### config.mk
export PLATFORM = sky130hd
export DESIGN_NAME = rcv_regs
export DESIGN_NICKNAME = d
export VERILOG_FILES = /design/src/shared/rcv_pkg.sv /design/src/hw/rcv_regs.sv
export SDC_FILE = /design/constraint.sdc
export NUM_CORES = 1
export LEC_CHECK = 0
export BUFFER_PORTS_ARGS = -buffer_cell sky130_fd_sc_hd__buf_2
export CORE_MARGIN = 2
export CORE_UTILIZATION = 25
export CTS_BUF_LIST = sky130_fd_sc_hd__clkbuf_4 sky130_fd_sc_hd__clkbuf_8 sky130_fd_sc_hd__clkbuf_16
export DETAILED_ROUTE_END_ITERATION = 12
export PLACE_DENSITY_LB_ADDON = 0.2
export SYNTH_ARGS = -nofsm -noshare
export SYNTH_HDL_FRONTEND = slang
export SYNTH_SLANG_ARGS = --single-unit
### constraint.sdc
create_clock -name clk_sys -period 9.2 [get_ports clk_sys]
set_clock_uncertainty 0.05 [all_clocks]
set_input_delay 0.92 -clock clk_sys [delete_from_list [all_inputs] [get_ports clk_sys]]
set_output_delay 0.92 -clock clk_sys [all_outputs]
set_load 0.03 [all_outputs]
### src/shared/rcv_pkg.sv
/*
 * Constants for the third-rail target register bank: register offsets,
 * reset values, write masks, voltage code limits and ramp timing.
 * Assumes a 100 MHz system clock and 8-bit register data.
 */
`default_nettype none

package rcv_pkg;

    // Register offsets
    localparam logic [7:0] RCV_ADDR_FIRST = 8'h80;
    localparam logic [7:0] RCV_ADDR_LAST = 8'haa;
    localparam logic [7:0] RCV_ADDR_OFFSET = 8'h80;
    localparam logic [7:0] RCV_ADDR_FIX_EN = 8'h81;
    localparam logic [7:0] RCV_ADDR_FIX_LO = 8'h82;
    localparam logic [7:0] RCV_ADDR_FIX_HI = 8'h83;
    localparam logic [7:0] RCV_ADDR_FULL_FORCE = 8'h84;
    localparam logic [7:0] RCV_ADDR_PROT_EN = 8'h85;
    localparam logic [7:0] RCV_ADDR_DROOP = 8'h86;
    localparam logic [7:0] RCV_ADDR_CUR_HI = 8'h87;
    localparam logic [7:0] RCV_ADDR_CUR_LO = 8'h88;
    localparam logic [7:0] RCV_ADDR_CUR_RATIO = 8'h89;
    localparam logic [7:0] RCV_ADDR_TEMP = 8'h8a;
    localparam logic [7:0] RCV_ADDR_VOLT_HI = 8'h8b;
    localparam logic [7:0] RCV_ADDR_VOLT_LO = 8'h8c;
    localparam logic [7:0] RCV_ADDR_FAULT = 8'h8d;
    localparam logic [7:0] RCV_ADDR_REJECT = 8'h8e;
    localparam logic [7:0] RCV_ADDR_FIX_MAX_LO = 8'h9c;
    localparam logic [7:0] RCV_ADDR_FIX_MAX_HI = 8'h9d;
    localparam logic [7:0] RCV_ADDR_OC_HYS = 8'h9e;
    localparam logic [7:0] RCV_ADDR_MISC = 8'h9f;
    localparam logic [7:0] RCV_ADDR_HOT_TH = 8'ha1;
    localparam logic [7:0] RCV_ADDR_OT_TH = 8'ha2;
    localparam logic [7:0] RCV_ADDR_PWR_HI = 8'ha9;
    localparam logic [7:0] RCV_ADDR_PWR_LO = 8'haa;

    // Reset values
    localparam logic [7:0] RCV_RST_OFFSET = 8'h00;
    localparam logic [7:0] RCV_RST_FIX_EN = 8'h00;
    localparam logic [7:0] RCV_RST_FIX_LO = 8'h83;
    localparam logic [7:0] RCV_RST_FIX_HI = 8'h00;
    localparam logic [7:0] RCV_RST_FULL_FORCE = 8'h00;
    localparam logic [7:0] RCV_RST_PROT_EN = 8'h7f;
    localparam logic [7:0] RCV_RST_DROOP = 8'h0a;
    localparam logic [7:0] RCV_RST_CUR_RATIO = 8'h00;
    localparam logic [7:0] RCV_RST_FIX_MAX_LO = 8'hff;
    localparam logic [7:0] RCV_RST_FIX_MAX_HI = 8'h01;
    localparam logic [7:0] RCV_RST_OC_HYS = 8'h00;
    localparam logic [7:0] RCV_RST_MISC = 8'h00;
    localparam logic [7:0] RCV_RST_HOT_TH = 8'h8c;
    localparam logic [7:0] RCV_RST_OT_TH = 8'ha5;

    // Writable bits
    localparam logic [7:0] RCV_MASK_FULL = 8'hff;
    localparam logic [7:0] RCV_MASK_BIT0 = 8'h01;
    localparam logic [7:0] RCV_MASK_PROT_EN = 8'h7f;
    localparam logic [7:0] RCV_MASK_DROOP = 8'h9f;
    localparam logic [7:0] RCV_MASK_MISC = 8'h0f;

    // Field positions
    localparam int RCV_FIX_EN_BIT = 0;
    localparam int RCV_FIX_HI_BIT = 0;
    localparam int RCV_FULL_FORCE_BIT = 0;

    // Voltage codes: 0 is off, else 0.245 V + code x 5 mV
    localparam logic [8:0] RCV_CODE_OFF = 9'h000;
    localparam logic [8:0] RCV_CODE_MIN = 9'h001;
    localparam logic [8:0] RCV_CODE_MAX = 9'h1ff;
    localparam logic [2:0] RCV_STATE_FULL = 3'h0;

    // Ramp timing, rates in quarter-millivolts per microsecond
    localparam int RCV_CLK_PERIOD_NS = 10;
    localparam int RCV_US_NS = 1000;
    localparam int RCV_CYCLES_PER_US = RCV_US_NS / RCV_CLK_PERIOD_NS;
    localparam int RCV_STEP_QMV = 20;
    localparam int RCV_MIN_SLOW_QMV = 10;
    localparam logic [11:0] RCV_STEP_THRESH = 12'(RCV_STEP_QMV * RCV_CYCLES_PER_US);

    typedef enum logic [2:0] {
        RCV_RAMP_IDLE = 3'b001,
        RCV_RAMP_FULL = 3'b010,
        RCV_RAMP_SLOW = 3'b100
    } rcv_ramp_type;

endpackage : rcv_pkg

`default_nettype wire

### src/hw/rcv_regs.sv
/*
 * Third-rail voltage target register bank and target ramp logic, plus the
 * system power report bytes. Register access is a simple byte port fed by
 * the serial management slave; processor commands arrive as one-cycle
 * strobes from logic on the same clock. No synchronisers are needed.
 */
// Notes on behaviour
// Power report is 10 bits; high byte read first snapshots the low byte.
// Power code scales linearly; full code 1023 means maximum of the scale.
// Host offset is two's complement, bit 7 sign, 5 mV per step.
// Combined target is clamped to the 0.25 V to 2.8 V code range.
// Host offset change ramps at a quarter of processor upward slew.
// Offset ramps never run slower than 2.5 mV per microsecond.
// Offset write forces full power state until output settles on target.
// Power-state commands during an active offset are obeyed; offset stays.
// Processor voltage-off command drives output to 0 V despite host offset.
// Fixed-target enable is bit 0 of its register, reset disabled.
// Fixed-target mode ignores processor target and power-state commands.
// Fixed-target mode does not apply the host output offset.
// Leaving fixed-target mode restores last processor target and state.
// Entering or leaving fixed-target mode ramps at quarter upward slew.
// Fixed code bit 8 from high register bit 0, bits 7:0 from low.
// Fixed code zero is the off code and drives 0 V.
// Non-zero fixed code sets 0.245 V plus 5 mV per step.
// Host offset power-up value is loaded from nonvolatile configuration.
// Reserved and read-only bits ignore writes, read zero; reads are harmless.
`timescale 1ns/1ps
`default_nettype none

module rcv_regs
    import rcv_pkg::*;
(
    input wire logic clk_sys,
    input wire logic reset_n,
    input wire logic [7:0] reg_addr,
    input wire logic [7:0] reg_wdata,
    input wire logic reg_write,
    input wire logic reg_read,
    output logic [7:0] reg_rdata,
    input wire logic [7:0] nvm_offset_default,
    input wire logic cpu_target_valid,
    input wire logic [8:0] cpu_target_code,
    input wire logic [7:0] cpu_offset_code,
    input wire logic cpu_off_cmd,
    input wire logic cpu_state_valid,
    input wire logic [2:0] cpu_state_code,
    input wire logic [7:0] cpu_up_slew,
    input wire logic [9:0] system_power_code,
    input wire logic [9:0] current_report_code,
    input wire logic [7:0] temperature_code,
    input wire logic [7:0] fault_flags,
    input wire logic [7:0] rejected_status,
    output logic [8:0] vout_code,
    output logic [2:0] power_state,
    output logic ramp_busy
);

    localparam int NREG = 43;

    // Writable bits per offset; zero marks read-only or unmapped
    function automatic logic [7:0] rcv_wmask(input logic [7:0] a);
        case (a)
            RCV_ADDR_OFFSET, RCV_ADDR_FIX_LO, RCV_ADDR_CUR_RATIO,
            RCV_ADDR_FIX_MAX_LO, RCV_ADDR_OC_HYS,
            RCV_ADDR_HOT_TH, RCV_ADDR_OT_TH: rcv_wmask = RCV_MASK_FULL;
            RCV_ADDR_FIX_EN, RCV_ADDR_FIX_HI, RCV_ADDR_FULL_FORCE,
            RCV_ADDR_FIX_MAX_HI: rcv_wmask = RCV_MASK_BIT0;
            RCV_ADDR_PROT_EN: rcv_wmask = RCV_MASK_PROT_EN;
            RCV_ADDR_DROOP: rcv_wmask = RCV_MASK_DROOP;
            RCV_ADDR_MISC: rcv_wmask = RCV_MASK_MISC;
            default: rcv_wmask = 8'h00;
        endcase
    endfunction : rcv_wmask

    function automatic logic [7:0] rcv_rstval(input logic [7:0] a);
        case (a)
            RCV_ADDR_OFFSET: rcv_rstval = RCV_RST_OFFSET;
            RCV_ADDR_FIX_EN: rcv_rstval = RCV_RST_FIX_EN;
            RCV_ADDR_FIX_LO: rcv_rstval = RCV_RST_FIX_LO;
            RCV_ADDR_FIX_HI: rcv_rstval = RCV_RST_FIX_HI;
            RCV_ADDR_FULL_FORCE: rcv_rstval = RCV_RST_FULL_FORCE;
            RCV_ADDR_PROT_EN: rcv_rstval = RCV_RST_PROT_EN;
            RCV_ADDR_DROOP: rcv_rstval = RCV_RST_DROOP;
            RCV_ADDR_CUR_RATIO: rcv_rstval = RCV_RST_CUR_RATIO;
            RCV_ADDR_FIX_MAX_LO: rcv_rstval = RCV_RST_FIX_MAX_LO;
            RCV_ADDR_FIX_MAX_HI: rcv_rstval = RCV_RST_FIX_MAX_HI;
            RCV_ADDR_OC_HYS: rcv_rstval = RCV_RST_OC_HYS;
            RCV_ADDR_MISC: rcv_rstval = RCV_RST_MISC;
            RCV_ADDR_HOT_TH: rcv_rstval = RCV_RST_HOT_TH;
            RCV_ADDR_OT_TH: rcv_rstval = RCV_RST_OT_TH;
            default: rcv_rstval = 8'h00;
        endcase
    endfunction : rcv_rstval

    // Rate floor shared by both ramp speeds
    function automatic logic [11:0] rcv_floor(input logic [11:0] r);
        rcv_floor = (r < 12'(RCV_MIN_SLOW_QMV)) ? 12'(RCV_MIN_SLOW_QMV) : r;
    endfunction : rcv_floor

    logic [7:0] reg_ff [0:NREG-1];
    logic nvm_loaded_ff;
    logic [8:0] cpu_target_ff;
    logic cpu_off_ff;
    logic [2:0] cpu_state_ff;
    logic [7:0] pwr_lo_snap_ff;
    logic [7:0] cur_lo_snap_ff;
    logic offset_ramp_ff;
    logic slow_ramp_ff;
    logic [11:0] acc_ff;
    logic [8:0] vout_code_ff;
    logic [2:0] power_state_ff;
    logic ramp_busy_ff;
    logic [7:0] reg_rdata_ff;
    rcv_ramp_type ramp_state_ff;

    // Address decode
    wire logic in_range = (reg_addr >= RCV_ADDR_FIRST) && (reg_addr <= RCV_ADDR_LAST);
    wire logic [5:0] idx = 6'(reg_addr - RCV_ADDR_FIRST);
    wire logic [7:0] wmask = rcv_wmask(reg_addr);
    // Writes are dropped until the configuration load has landed
    wire logic wr_hit = reg_write && in_range && (wmask != 8'h00) && nvm_loaded_ff;

    // Current settings
    wire logic [7:0] host_offset = reg_ff[6'(RCV_ADDR_OFFSET - RCV_ADDR_FIRST)];
    wire logic fixed_mode =
        reg_ff[6'(RCV_ADDR_FIX_EN - RCV_ADDR_FIRST)][RCV_FIX_EN_BIT];
    wire logic [8:0] fixed_code = {
        reg_ff[6'(RCV_ADDR_FIX_HI - RCV_ADDR_FIRST)][RCV_FIX_HI_BIT],
        reg_ff[6'(RCV_ADDR_FIX_LO - RCV_ADDR_FIRST)]};
    wire logic full_force =
        reg_ff[6'(RCV_ADDR_FULL_FORCE - RCV_ADDR_FIRST)][RCV_FULL_FORCE_BIT];

    // Write events that start a slow ramp
    wire logic offset_write = wr_hit && (reg_addr == RCV_ADDR_OFFSET);
    wire logic offset_evt = offset_write && !fixed_mode;
    wire logic fix_toggle = wr_hit && (reg_addr == RCV_ADDR_FIX_EN) &&
        (reg_wdata[RCV_FIX_EN_BIT] != fixed_mode);

    // Processor commands are dropped while fixed mode holds the rail
    wire logic take_target = cpu_target_valid && !fixed_mode;
    wire logic take_state = cpu_state_valid && !fixed_mode;
    wire logic take_off = cpu_off_cmd && !fixed_mode;

    // Target sum in signed code steps; 5 mV per step on every term
    wire logic signed [10:0] host_term = fixed_mode ? 11'sd0 :
        11'(signed'(host_offset));
    wire logic signed [10:0] sum = signed'({2'b00, cpu_target_ff}) +
        11'(signed'(cpu_offset_code)) + host_term;
    wire logic [8:0] clamped = (sum < signed'({2'b00, RCV_CODE_MIN})) ? RCV_CODE_MIN :
        (sum > signed'({2'b00, RCV_CODE_MAX})) ? RCV_CODE_MAX : sum[8:0];
    wire logic [8:0] normal_target = (cpu_off_ff || (cpu_target_ff == RCV_CODE_OFF)) ?
        RCV_CODE_OFF : clamped;
    // Fixed code 0 is off; any other code maps straight to the output code
    wire logic [8:0] target = fixed_mode ? fixed_code : normal_target;

    wire logic at_target = (vout_code_ff == target);

    // Quarter-millivolt per microsecond rates; slow ramp is a quarter of full unless floored
    wire logic [11:0] slow_rate = rcv_floor({4'h0, cpu_up_slew});
    wire logic [11:0] full_rate = rcv_floor({2'b00, cpu_up_slew, 2'b00});
    // Flag, not state, picks the rate so a slow ramp's first cycle is slow too
    wire logic [11:0] rate = slow_ramp_ff ? slow_rate : full_rate;
    wire logic [11:0] acc_sum = acc_ff + rate;
    wire logic step = (ramp_state_ff != RCV_RAMP_IDLE) && !at_target &&
        (acc_sum >= RCV_STEP_THRESH);

    // Next values
    wire logic nxt_offset_ramp = offset_evt || (offset_ramp_ff && !at_target);
    wire logic nxt_slow_ramp = offset_evt || fix_toggle ||
        (slow_ramp_ff && !at_target);
    wire logic [11:0] nxt_acc = at_target ? 12'h000 :
        step ? (acc_sum - RCV_STEP_THRESH) : acc_sum;
    wire logic [8:0] nxt_vout = !step ? vout_code_ff :
        (vout_code_ff < target) ? (vout_code_ff + 9'h001) : (vout_code_ff - 9'h001);
    // Forced full state during the offset ramp or while full_force is set, commanded state otherwise
    wire logic [2:0] nxt_power_state = (full_force || offset_ramp_ff) ?
        RCV_STATE_FULL : cpu_state_ff;
    wire rcv_ramp_type nxt_ramp_state = at_target ? RCV_RAMP_IDLE :
        (slow_ramp_ff ? RCV_RAMP_SLOW : RCV_RAMP_FULL);

    // Read data; reserved and unmapped bits read zero
    wire logic [7:0] rd_value =
        (reg_addr == RCV_ADDR_PWR_HI) ? {6'h00, system_power_code[9:8]} :
        (reg_addr == RCV_ADDR_PWR_LO) ? pwr_lo_snap_ff :
        (reg_addr == RCV_ADDR_CUR_HI) ? {6'h00, current_report_code[9:8]} :
        (reg_addr == RCV_ADDR_CUR_LO) ? cur_lo_snap_ff :
        (reg_addr == RCV_ADDR_TEMP) ? temperature_code :
        (reg_addr == RCV_ADDR_VOLT_HI) ? {7'h00, vout_code_ff[8]} :
        (reg_addr == RCV_ADDR_VOLT_LO) ? vout_code_ff[7:0] :
        (reg_addr == RCV_ADDR_FAULT) ? fault_flags :
        (reg_addr == RCV_ADDR_REJECT) ? rejected_status :
        in_range ? (reg_ff[idx] & wmask) : 8'h00;

    // Register file; offset power-up value arrives from configuration memory
    always_ff @(posedge clk_sys or negedge reset_n) begin
        if (!reset_n) begin
            for (int i = 0; i < NREG; i++) begin
                reg_ff[i] <= rcv_rstval(8'(i) + RCV_ADDR_FIRST);
            end
            nvm_loaded_ff <= 1'b0;
        end else begin
            nvm_loaded_ff <= 1'b1;
            if (!nvm_loaded_ff) begin
                reg_ff[6'(RCV_ADDR_OFFSET - RCV_ADDR_FIRST)] <= nvm_offset_default;
            end else if (wr_hit) begin
                reg_ff[idx] <= (reg_ff[idx] & ~wmask) | (reg_wdata & wmask);
            end
        end
    end

    // Processor command capture
    always_ff @(posedge clk_sys or negedge reset_n) begin
        if (!reset_n) begin
            cpu_target_ff <= RCV_CODE_OFF;
            cpu_off_ff <= 1'b0;
            cpu_state_ff <= RCV_STATE_FULL;
        end else begin
            if (take_target) begin
                cpu_target_ff <= cpu_target_code;
            end
            // A new target packet wakes the rail; off wins if both arrive
            if (take_off) begin
                cpu_off_ff <= 1'b1;
            end else if (take_target) begin
                cpu_off_ff <= 1'b0;
            end
            if (take_state) begin
                cpu_state_ff <= cpu_state_code;
            end
        end
    end

    // Report snapshots keep the two bytes of one sample together
    always_ff @(posedge clk_sys or negedge reset_n) begin
        if (!reset_n) begin
            pwr_lo_snap_ff <= 8'h00;
            cur_lo_snap_ff <= 8'h00;
            reg_rdata_ff <= 8'h00;
        end else begin
            if (reg_read && (reg_addr == RCV_ADDR_PWR_HI)) begin
                pwr_lo_snap_ff <= system_power_code[7:0];
            end
            if (reg_read && (reg_addr == RCV_ADDR_CUR_HI)) begin
                cur_lo_snap_ff <= current_report_code[7:0];
            end
            if (reg_read) begin
                reg_rdata_ff <= rd_value;
            end
        end
    end

    // Ramp engine
    always_ff @(posedge clk_sys or negedge reset_n) begin
        if (!reset_n) begin
            offset_ramp_ff <= 1'b0;
            slow_ramp_ff <= 1'b0;
            acc_ff <= 12'h000;
            vout_code_ff <= RCV_CODE_OFF;
            power_state_ff <= RCV_STATE_FULL;
            ramp_busy_ff <= 1'b0;
            ramp_state_ff <= RCV_RAMP_IDLE;
        end else begin
            offset_ramp_ff <= nxt_offset_ramp;
            slow_ramp_ff <= nxt_slow_ramp;
            acc_ff <= nxt_acc;
            vout_code_ff <= nxt_vout;
            power_state_ff <= nxt_power_state;
            ramp_busy_ff <= !at_target;
            ramp_state_ff <= nxt_ramp_state;
        end
    end

    assign reg_rdata = reg_rdata_ff;
    assign vout_code = vout_code_ff;
    assign power_state = power_state_ff;
    assign ramp_busy = ramp_busy_ff;

endmodule : rcv_regs

`default_nettype wire

==> impl_metrics.json, run 1 <==
{
  "status": "finished, final reports clean",
  "power_frac_comb": 0.279,
  "hold_viol": 0,
  "synthArstFlopShare": 1.000,
  "nets": 1598,
  "drc_errors": 0,
  "antenna_found_initial": 6,
  "yosys_most_used_dff": "dfrtp_1",
  "post_cts_buffers": 0,
  "worstPathArrival_ns": 7.81,
  "rows": 101,
  "ir_drop_uv": 124.4,
  "via_per_inst": 4.398,
  "yosys_warnings": 0,
  "routedWlPerCell_um": 19.77,
  "seq_area_frac_synth": 0.5399,
  "overflow": 0,
  "clockBufferDepth": 3,
  "dp_cells": 2425,
  "maxCapViolations": 0,
  "dpl.hpwl_mm": 35.21,
  "netlist_area_um2": 19160,
  "stdcell_count": 2514,
  "synth_cell_type_count": 85,
  "startpoint": "fixed_mode",
  "detail-route-antenna-nets": 0,
  "drive_above_1_share": 0.2994,
  "setup-violations-final": 0,
  "initial_core_util": 0.2523,
  "synth_nets": 1743,
  "layout_commonest_cell": "dfrtp_1",
  "cp-start-kind": "flop",
  "cts_sinks": 412,
  "synth-edff-count": 0,
  "period_share": 0.8028,
  "cp.required_ns": 9.62,
  "vias": 11056,
  "r2r-start": "fixed_mode",
  "power_frac_seq": 0.362,
  "crit_type": "reg2reg",
  "syn_area_per_cell_um2": 12.06,
  "cts_buffers": 47,
  "core_region_area_um2": 75950,
  "cts_tree": "yes",
  "leakage_nw": 9.808,
  "gp_congestion": 0.8399,
  "first_pass_iters": 5,
  "fin_ws_ns": 1.815,
  "fmax_mhz": 135.4,
  "syn_to_final_growth_pct": 12.39,
  "final.setup.tns_ns": 0,
  "pwr-share-clk": 0.360,
  "synth_seq_cells": 412,
  "grt_max_degree": 114,
  "numPortBuffers": 123,
  "finish.instance_area_um2": 21540,
  "critPathMaxStageDelay_ns": 0.88,
  "track_usage": 0.1278,
  "cp-endpoint": "vout_code[7]",
  "clockRootBuffer": "clkbuf_16",
  "p_int_mw": 3.731,
  "path_max_fanout": 25,
  "p_sw_mw": 1.779,
  "ioPinCount": 124,
  "first_global_vias": 12068,
  "cts_resized": 0,
  "slew_violations": 0,
  "r2r-end": "vout_code[7]",
  "clk_pin_slew_ns": 0.06,
  "clock_latency_ns": 0.60,
  "whs_ns": 0.3110,
  "postSynthCellCount": 1589,
  "fin_crit_ns": 7.385,
  "die_h_um": 280.9,
  "h-tree-depth": 2,
  "hold_buffers": 0,
  "routed_wl_mm": 49.71,
  "dp_slack_ns": 1.805,
  "final_cell_mix": "dfrtp_1 (383), buf_2 (120), mux4_2 (96)",
  "netSwitchingFraction": 0.3229,
  "rsz0062_at_grt": "no",
  "worst_pin_slew_ns": 1.217,
  "die_w_um": 280.9,
  "regToRegSetupSlack_ns": 1.81,
  "dieArea_um2": 78880,
  "hold_path.class": "in2async",
  "critical_path.most_common_cell": "a21oi_1",
  "endpoint_kind": "flop",
  "grt_pass1_wl_mm": 76.20,
  "cpMaxStageDelayCell": "dfrtp_1",
  "p_per_area_nw_per_um2": 255.9,
  "relSlewSlack": 0.1866,
  "placedInstanceArea_um2": 19860,
  "drt_iter0_markers": 628,
  "reg2reg_depth": 29
}
==> cell families after synthesis <==
kind of cell / synth area share
AO/OA/AOI/OAI: 0.08319
XOR/XNOR: 0.01234
adder cells (fa/ha/maj): 0.03839
buffers and inverters: 0.07888
flip-flops: 0.5399
multiplexers: 0.1768
other: 0.0001957
AND/OR/NAND/NOR: 0.07032
==> metrics by stage <==
step	total power, mW	util
finish	5.510	0.2836
global route	5.853	0.2835
CTS	5.600	0.2835
detailed placement	3.574	0.2615
global placement	3.558	0.2615
floorplan	3.166	-
==> area by class of cell <==
cell class                      count  area, um2
Multi-Input combinational cell    804       7311
Inverter                           41      153.9
Timing Repair Buffer              138      759.5
Fill cell                        7735      54410
Sequential cell                   412      10350
Clock buffer                       67       1395
Tap cell                         1030       1289
Antenna cell                        1      2.502
Clock inverter                     21      279.0
==> registers in the layout, summed over array words and instances (netlist names), 3 cells and up <==
name            cells
ramp_state_ff       3
acc_ff             12
power_state         3
pwr_lo_snap_ff      8
reg_ff            325
cpu_target_ff       9
vout_code           9
host_offset         8
fixed_code          9
reg_rdata           8
cur_lo_snap_ff      8
cpu_state_ff        3
==> per-layer routing <==
| layer | share of wire | global-route usage | wire length (um) | up-vias |
|---|---|---|---|---|
| li1 | - | - | - | 5119 |
| met1 | 0.45 | 0.1741 | 22590 | 5594 |
| met2 | 0.47 | 0.2039 | 23440 | 250 |
| met3 | 0.050 | 0.02851 | 2478 | 83 |
| met4 | 0.023 | 0.03524 | 1139 | 10 |
| met5 | 0.0013 | 0 | 64 | - |
==> synthesized netlist by cell type (5+ instances only) <==
library cell    n  share of area
dfrtp_1       383           0.50
clkbuf_1      286          0.056
mux4_2         96           0.11
nor2_1         84          0.016
mux2_2         71          0.042
nand2_1        70          0.014
o21ai_0        69          0.018
a21oi_1        56          0.015
inv_1          39         0.0076
ha_1           38          0.025
nor2b_1        30         0.0098
dfstp_2        29          0.040
mux2i_1        29          0.015
buf_2          24         0.0063
xor2_1         14         0.0064
fa_1           13          0.014
xnor2_1        13         0.0059
nand2b_1       12         0.0039
nand3_1        12         0.0031
nor3_1         12         0.0031
buf_4          11         0.0043
o22ai_1        11         0.0036
a21o_1          9         0.0035
a22oi_1         8         0.0031
and3_1          8         0.0026
buf_1           8         0.0016
mux2_1          8         0.0047
nand4_1         8         0.0026
nand3b_1        7         0.0027
o2bb2ai_1       7         0.0032
o21ai_1         6         0.0016
o31ai_1         6         0.0024
a221oi_1        5         0.0023
and2_1          5         0.0016
==> worst min path at each step <==
stage / start / to / slack, ns
6_report: reset_n / reg_ff[146] / 0.31
4_1_cts: reg_ff[36] / reg_ff[36] / 0.32
2_1_floorplan: reg_ff[128] / reg_ff[128] / 0.37
3_3_place_gp: reg_ff[132] / reg_ff[132] / 0.31
3_5_place_dp: reg_ff[196] / reg_ff[196] / 0.31
5_1_grt: reg_ff[258] / reg_ff[258] / 0.33
==> critical path, delay by kind of cell, from the launching register on <==
family | cells | cell delay [ns]
AO/OA/AOI/OAI | 15 | 2.90
adder cells (fa/ha/maj) | 5 | 1.55
flip-flops | 1 | 0.88
XOR/XNOR | 2 | 0.63
AND/OR/NAND/NOR | 3 | 0.57
buffers and inverters | 3 | 0.33
multiplexers | 1 | 0.30
==> power groups by stage <==
| stage | registers, mW | clock network [mW] | logic (mW) |
|---|---|---|---|
| after CTS | 2.00 | 2.05 | 1.56 |
| after global placement | 2.03 | 0 | 1.53 |
| after global routing | 2.00 | 2.13 | 1.72 |
| final | 1.99 | 1.98 | 1.53 |
| after floorplan | 2.02 | 0 | 1.15 |
| after detailed placement | 2.03 | 0 | 1.55 |
No activity file was read; power rests on OpenSTA's default activity.
==> inputs of run 2 (changes only) <==
Clock period 9.2 ns to 6.2 ns, I/O delays scaled along.
==> impl_metrics.json, run 2 (synthesis results as in run 1) <==
{
  "clockRootBuffer": "clkbuf_16",
  "initial_core_util": 0.2523,
  "highest_layer": "met5",
  "drt_iter0_markers": 694,
  "reg2reg_depth": 29,
  "p_per_area_nw_per_um2": 387.8,
  "cts_sinks": 412,
  "wl_met3_mm": 2.280,
  "track_usage": 0.1299,
  "regToRegSetupSlack_ns": 0.31,
  "finish.utilization": 0.2901,
  "die_h_um": 280.9,
  "worstPathArrival_ns": 6.32,
  "min_path_cells": 3,
  "power_frac_seq": 0.347,
  "numPortBuffers": 123,
  "status": "finished, final reports clean",
  "crit_type": "reg2reg",
  "detail-route-antenna-nets": 0,
  "die_w_um": 280.9,
  "gp_congestion": 0.8338,
  "core_region_area_um2": 75950,
  "r2r-end": "vout_code[6]",
  "ioPinCount": 124,
  "hold_viol": 0,
  "hold_path.class": "in2reg",
  "clk_pin_slew_ns": 0.06,
  "cp-start-kind": "flop",
  "overflow": 0,
  "p_sw_mw": 2.748,
  "netSwitchingFraction": 0.3216,
  "p_int_mw": 5.797,
  "leakage_nw": 10.02,
  "final_cell_mix": "dfrtp_1 (382), buf_2 (120), mux4_2 (96)",
  "first_global_vias": 12189,
  "drc_errors": 0,
  "antenna_found_initial": 5,
  "clock_latency_ns": 0.61,
  "layout_commonest_cell": "dfrtp_1",
  "first_pass_iters": 7,
  "clockBufferDepth": 3,
  "largest_reg_flops": 325,
  "fin_crit_ns": 5.888,
  "period_share": 0.9496,
  "r2r-start": "host_offset[3]",
  "antenna_cells": 0,
  "grt_max_degree": 173,
  "endpoint_kind": "flop",
  "hold_path_end": "cpu_target_ff[2]",
  "vias": 11259,
  "hp-start": "cpu_target_code[2]",
  "top_regs": "reg_ff x325, acc_ff x12",
  "grt_pass1_wl_mm": 77.23,
  "dpl.hpwl_mm": 35.62,
  "setup-violations-final": 0,
  "path_max_fanout": 4,
  "drive_above_1_share": 0.3342,
  "routed_wl_mm": 50.56,
  "rows": 101,
  "wl_met1_mm": 23.12,
  "relSlewSlack": 0.2517,
  "regMostFlops": "reg_ff",
  "routedWlPerCell_um": 19.85,
  "cts_tree": "yes",
  "pwr-share-clk": 0.343,
  "cp.required_ns": 6.63,
  "routed-wl-met2_mm": 24.00,
  "cpMaxStageDelayCell": "fa_1",
  "power_frac_comb": 0.310,
  "nets": 1632,
  "critPathMaxStageDelay_ns": 0.59,
  "whs_ns": 0.2008,
  "dieArea_um2": 78880,
  "worst_pin_slew_ns": 1.120,
  "slew_violations": 0,
  "ir_drop_uv": 198.9,
  "maxCapViolations": 0,
  "h-tree-depth": 2,
  "fmax_mhz": 169.8,
  "via_per_inst": 4.420,
  "cts_buffers": 47,
  "syn_to_final_growth_pct": 14.99
}
==> run 2: cell count changes in the layout (fill, tap and decap cells not counted), moves of 3 or more <==
cell and delta:
o21ai_0 -5, a21oi_1 -6, ha_4 +4, a21oi_2 +5, ha_1 -6, buf_4 +27
clkbuf_4 +3, buf_12 +3, clkbuf_8 +3, buf_6 +3, o21ai_1 +3
==> run 2: per-stage QoR <==
step	total power [mW]	setup TNS, ns	instance area (um2)	setup WS (ns)	cells
finish	8.545	0	22030	0.3122	2547
global placement	5.505	-0.8181	20140	-0.2441	2454
detailed placement	5.510	-1.035	20140	-0.2822	2454
global route	9.078	-0.006593	22030	-0.006593	2547
CTS	8.527	0	21850	0.03541	2543
floorplan	4.727	0	19190	0.004519	1589
==> run 2: final cells by class <==
| type | instances | area, um2 |
|---|---|---|
| multi-input cells | 804 | 7487 |
| fillers | 7700 | 53910 |
| inverters | 41 | 156.4 |
| repair buffers | 172 | 1066 |
| clock inverters | 15 | 230.2 |
| well taps | 1030 | 1289 |
| clock buffers | 73 | 1459 |
| flip-flops and latches | 412 | 10350 |
==> run 2: power by group through the flow <==
stage | registers (mW) | logic, mW | clock network, mW
2_1_floorplan | 3.00 | 1.73 | 0
3_3_place_gp | 3.02 | 2.49 | 0
3_5_place_dp | 3.02 | 2.49 | 0
4_1_cts | 2.97 | 2.52 | 3.04
5_1_grt | 2.98 | 2.94 | 3.15
6_report | 2.96 | 2.65 | 2.93
==> run 2: how the worst max path moves through the flow <==
stage | from | to | slack, ns | cells after the start
2_1_floorplan | fixed_mode | vout_code[7] | 0.005 | 31
3_3_place_gp | cpu_offset_code[2] | vout_code[6] | -0.24 | 30
3_5_place_dp | cpu_offset_code[2] | vout_code[6] | -0.28 | 30
4_1_cts | fixed_mode | vout_code[6] | 0.04 | 30
5_1_grt | fixed_mode | vout_code[6] | -0.007 | 30
6_report | host_offset[3] | vout_code[6] | 0.31 | 29
==> run 2: worst max-delay path, delay by kind of cell (launching register included) <==
kind / cells / cell delay, ns
buffers and inverters: 2 / 0.22
AND/OR/NAND/NOR: 8 / 1.21
flip-flops: 1 / 0.44
XOR/XNOR: 2 / 0.22
multiplexers: 1 / 0.29
adder cells (fa/ha/maj): 4 / 1.34
AO/OA/AOI/OAI: 12 / 1.99
==> run 2: routing by layer <==
layer  track usage  up-vias
met5             0        -
li1              -     5193
met2        0.2110      237
met3       0.02718       73
met1        0.1765     5748
met4       0.03277        8
==> run 2: timing repair <==
item                                    in CTS  in global routing
gates resized for setup                      3                 34
endpoints found under the setup margin       3                  6
pin swaps                                    0                 24
hold buffers                                 1                  0
setup buffers                                0                  4
hold endpoints to repair                    70                  0
gates cloned                                 0                  0
==> inputs of run 3 (changes only) <==
Settings changed: ABC_AREA from default to 1.
==> impl_metrics.json, run 3 <==
{
  "drive_above_1_share": 0.1555,
  "die_h_um": 282.1,
  "cts_sinks": 412,
  "final_cell_mix": "nand2_1 (829), dfrtp_1 (382), buf_2 (122)",
  "yosys_most_used_dff": "dfrtp_1",
  "regMostFlops": "reg_ff",
  "antenna_cells": 0,
  "netlist_area_um2": 19330,
  "vias": 13785,
  "rows": 101,
  "relSlewSlack": 0.2301,
  "maxCapViolations": 0,
  "highest_layer": "met4",
  "whs_ns": 0.05695,
  "slew_violations": 0,
  "power_mw": 7.809,
  "numPortBuffers": 123,
  "worst_pin_slew_ns": 1.152,
  "clk_pin_slew_ns": 0.06,
  "crit_type": "reg2reg",
  "p_int_mw": 5.320,
  "path_max_fanout": 8,
  "status": "finished, final reports clean",
  "syn_to_final_growth_pct": 12.85,
  "power_frac_seq": 0.371,
  "synth-edff-count": 0,
  "fmax_mhz": 176.1,
  "largest_reg_flops": 325,
  "grt_pass1_wl_mm": 85.53,
  "fill_cells": 8052,
  "first_pass_iters": 5,
  "detail-route-antenna-nets": 0,
  "top_regs": "reg_ff x325, acc_ff x12",
  "postSynthCellCount": 2300,
  "final.setup.tns_ns": 0,
  "p_per_area_nw_per_um2": 357.9,
  "first_global_vias": 14391,
  "ir_drop_uv": 194.9,
  "seq_area_frac_synth": 0.5351,
  "synth_nets": 2454,
  "cts_tree": "yes",
  "wl_met3_mm": 2.059,
  "wl_met1_mm": 25.36,
  "cp-start-kind": "flop",
  "overflow": 0,
  "synth_top_area_cell": "dfrtp_1",
  "cpMaxStageDelayCell": "fa_1",
  "syn_area_per_cell_um2": 8.406,
  "nets": 2315,
  "leakage_nw": 10.70,
  "fin_ws_ns": 0.5207,
  "netlist_top_cells_count": "nand2_1 (830), dfrtp_1 (383), clkbuf_1 (294), inv_1 (121), o21ai_0 (100)",
  "ioPinCount": 124,
  "setup-violations-final": 0,
  "synthTopCellsByArea": "dfrtp_1 (50%), nand2_1 (16%), clkbuf_1 (5.7%), dfstp_2 (3.9%), o21ai_0 (2.6%)",
  "core_region_area_um2": 76200,
  "synthArstFlopShare": 1.000,
  "h-tree-depth": 2,
  "layout_commonest_cell": "nand2_1",
  "dp_slack_ns": 0.06725,
  "grt_max_degree": 170,
  "worstPathArrival_ns": 6.09,
  "track_usage": 0.1399,
  "netSwitchingFraction": 0.3188,
  "pwr-share-clk": 0.378,
  "routed-wl-met2_mm": 26.32,
  "gp_congestion": 0.8604,
  "rsz0062_at_grt": "no",
  "hold_viol": 0,
  "antenna_found_initial": 1,
  "die_w_um": 282.1,
  "synth_seq_cells": 412,
  "clockRootBuffer": "clkbuf_16",
  "clock_latency_ns": 0.58,
  "synth_top_area_share": 0.4957,
  "yosys_warnings": 0,
  "routedWlPerCell_um": 17.02,
  "drc_errors": 0,
  "cp.required_ns": 6.61,
  "yosysMostFrequentCell": "nand2_1",
  "ff_latch_area_um2": 10350,
  "initial_core_util": 0.2537,
  "critPathMaxStageDelay_ns": 0.53,
  "power_frac_comb": 0.251,
  "dieArea_um2": 79580,
  "hold_buffers": 0,
  "cts_buffers": 47,
  "via_per_inst": 4.269,
  "multi_input_area_um2": 7158,
  "critical_path.most_common_cell": "nand2_1",
  "period_share": 0.9160,
  "routed_wl_mm": 54.97,
  "p_sw_mw": 2.489,
  "synth_cell_type_count": 52,
  "clockBufferDepth": 3,
  "fin_crit_ns": 5.679,
  "finish.utilization": 0.2863,
  "dpl.hpwl_mm": 37.96,
  "drt_iter0_markers": 924,
  "regToRegSetupSlack_ns": 0.52,
  "endpoint_kind": "flop",
  "hold_path.class": "in2async"
}
run 3: cell count changes in the layout (fill, tap and decap cells not counted), sizes merged, moves of 9 or more:
cell	delta
inv	+91
nand2	+769
a21oi	-9
nand2b	-12
nand3	+75
mux2	-74
o22ai	-10
buf	-24
mux2i	-22
o21ai	+54
mux4	-96
nor2b	-31
a21o	-9
nand4	+67
run 3: worst paths after layout:
kind                                     from                to  cells after the start
max                                fixed_mode      vout_code[8]                     39
min reg2reg                       reg_ff[252]       reg_ff[252]                      0
max reg2reg                        fixed_mode      vout_code[8]                     39
max in group asynchronous             reset_n       reg_ff[170]                      2
min in group clk_sys       cpu_target_code[3]  cpu_target_ff[3]                      3
min                                   reset_n       reg_ff[198]                      1
run 3: cell type report:
class | instances | share of cell area
Tap cell | 1030 | 0.05906
Multi-Input combinational cell | 1420 | 0.3281
Timing Repair Buffer | 147 | 0.03922
Clock buffer | 76 | 0.06893
Clock inverter | 11 | 0.007397
Inverter | 133 | 0.02311
Sequential cell | 412 | 0.4742
run 3: kinds of logic after synthesis:
logic type,synth area share
and+or+nand+nor,0.2432
buffers and inverters,0.09720
DFF,0.5351
AOI/OAI and AO/OA,0.06083
adders and majority gates,0.03805
xor gates and xnor gates,0.01262
muxes,0.01281
other,0.0001940
run 3: worst max-delay path, delay by kind of cell (launching register included):
family | cells | cell delay [ns]
AO/OA/AOI/OAI | 8 | 1.16
XOR/XNOR | 1 | 0.15
adder cells (fa/ha/maj) | 4 | 1.49
buffers and inverters | 5 | 0.43
flip-flops | 1 | 0.43
AND/OR/NAND/NOR | 21 | 1.86
run 3: per-layer routing:
metal  vias to the layer above  global-route usage
met5                         -                   0
met1                      6597              0.1872
li1                       6842                   -
met3                        76             0.02106
met2                       270              0.2358
met4                         0             0.03628
run 3: repair_timing:
action | 4_1_cts | 5_1_grt
buffers inserted | 0 | 3
endpoints found under the setup margin | 0 | 3
gates resized for setup | 0 | 10
run 3: power by group through the flow:
stage	Combinational, mW	Clock, mW	Sequential [mW]
detailed placement	1.96	0	2.94
finish	1.96	2.95	2.90
global placement	1.92	0	2.95
CTS	1.97	3.04	2.90
global route	2.24	3.15	2.91
floorplan	1.37	0	2.97
run 3: per-stage QoR:
stage / instance area (um2) / cells
2_1_floorplan: 19330 / 2300
3_3_place_gp: 20090 / 3139
3_5_place_dp: 20090 / 3139
4_1_cts: 21760 / 3226
5_1_grt: 21820 / 3229
6_report: 21820 / 3229
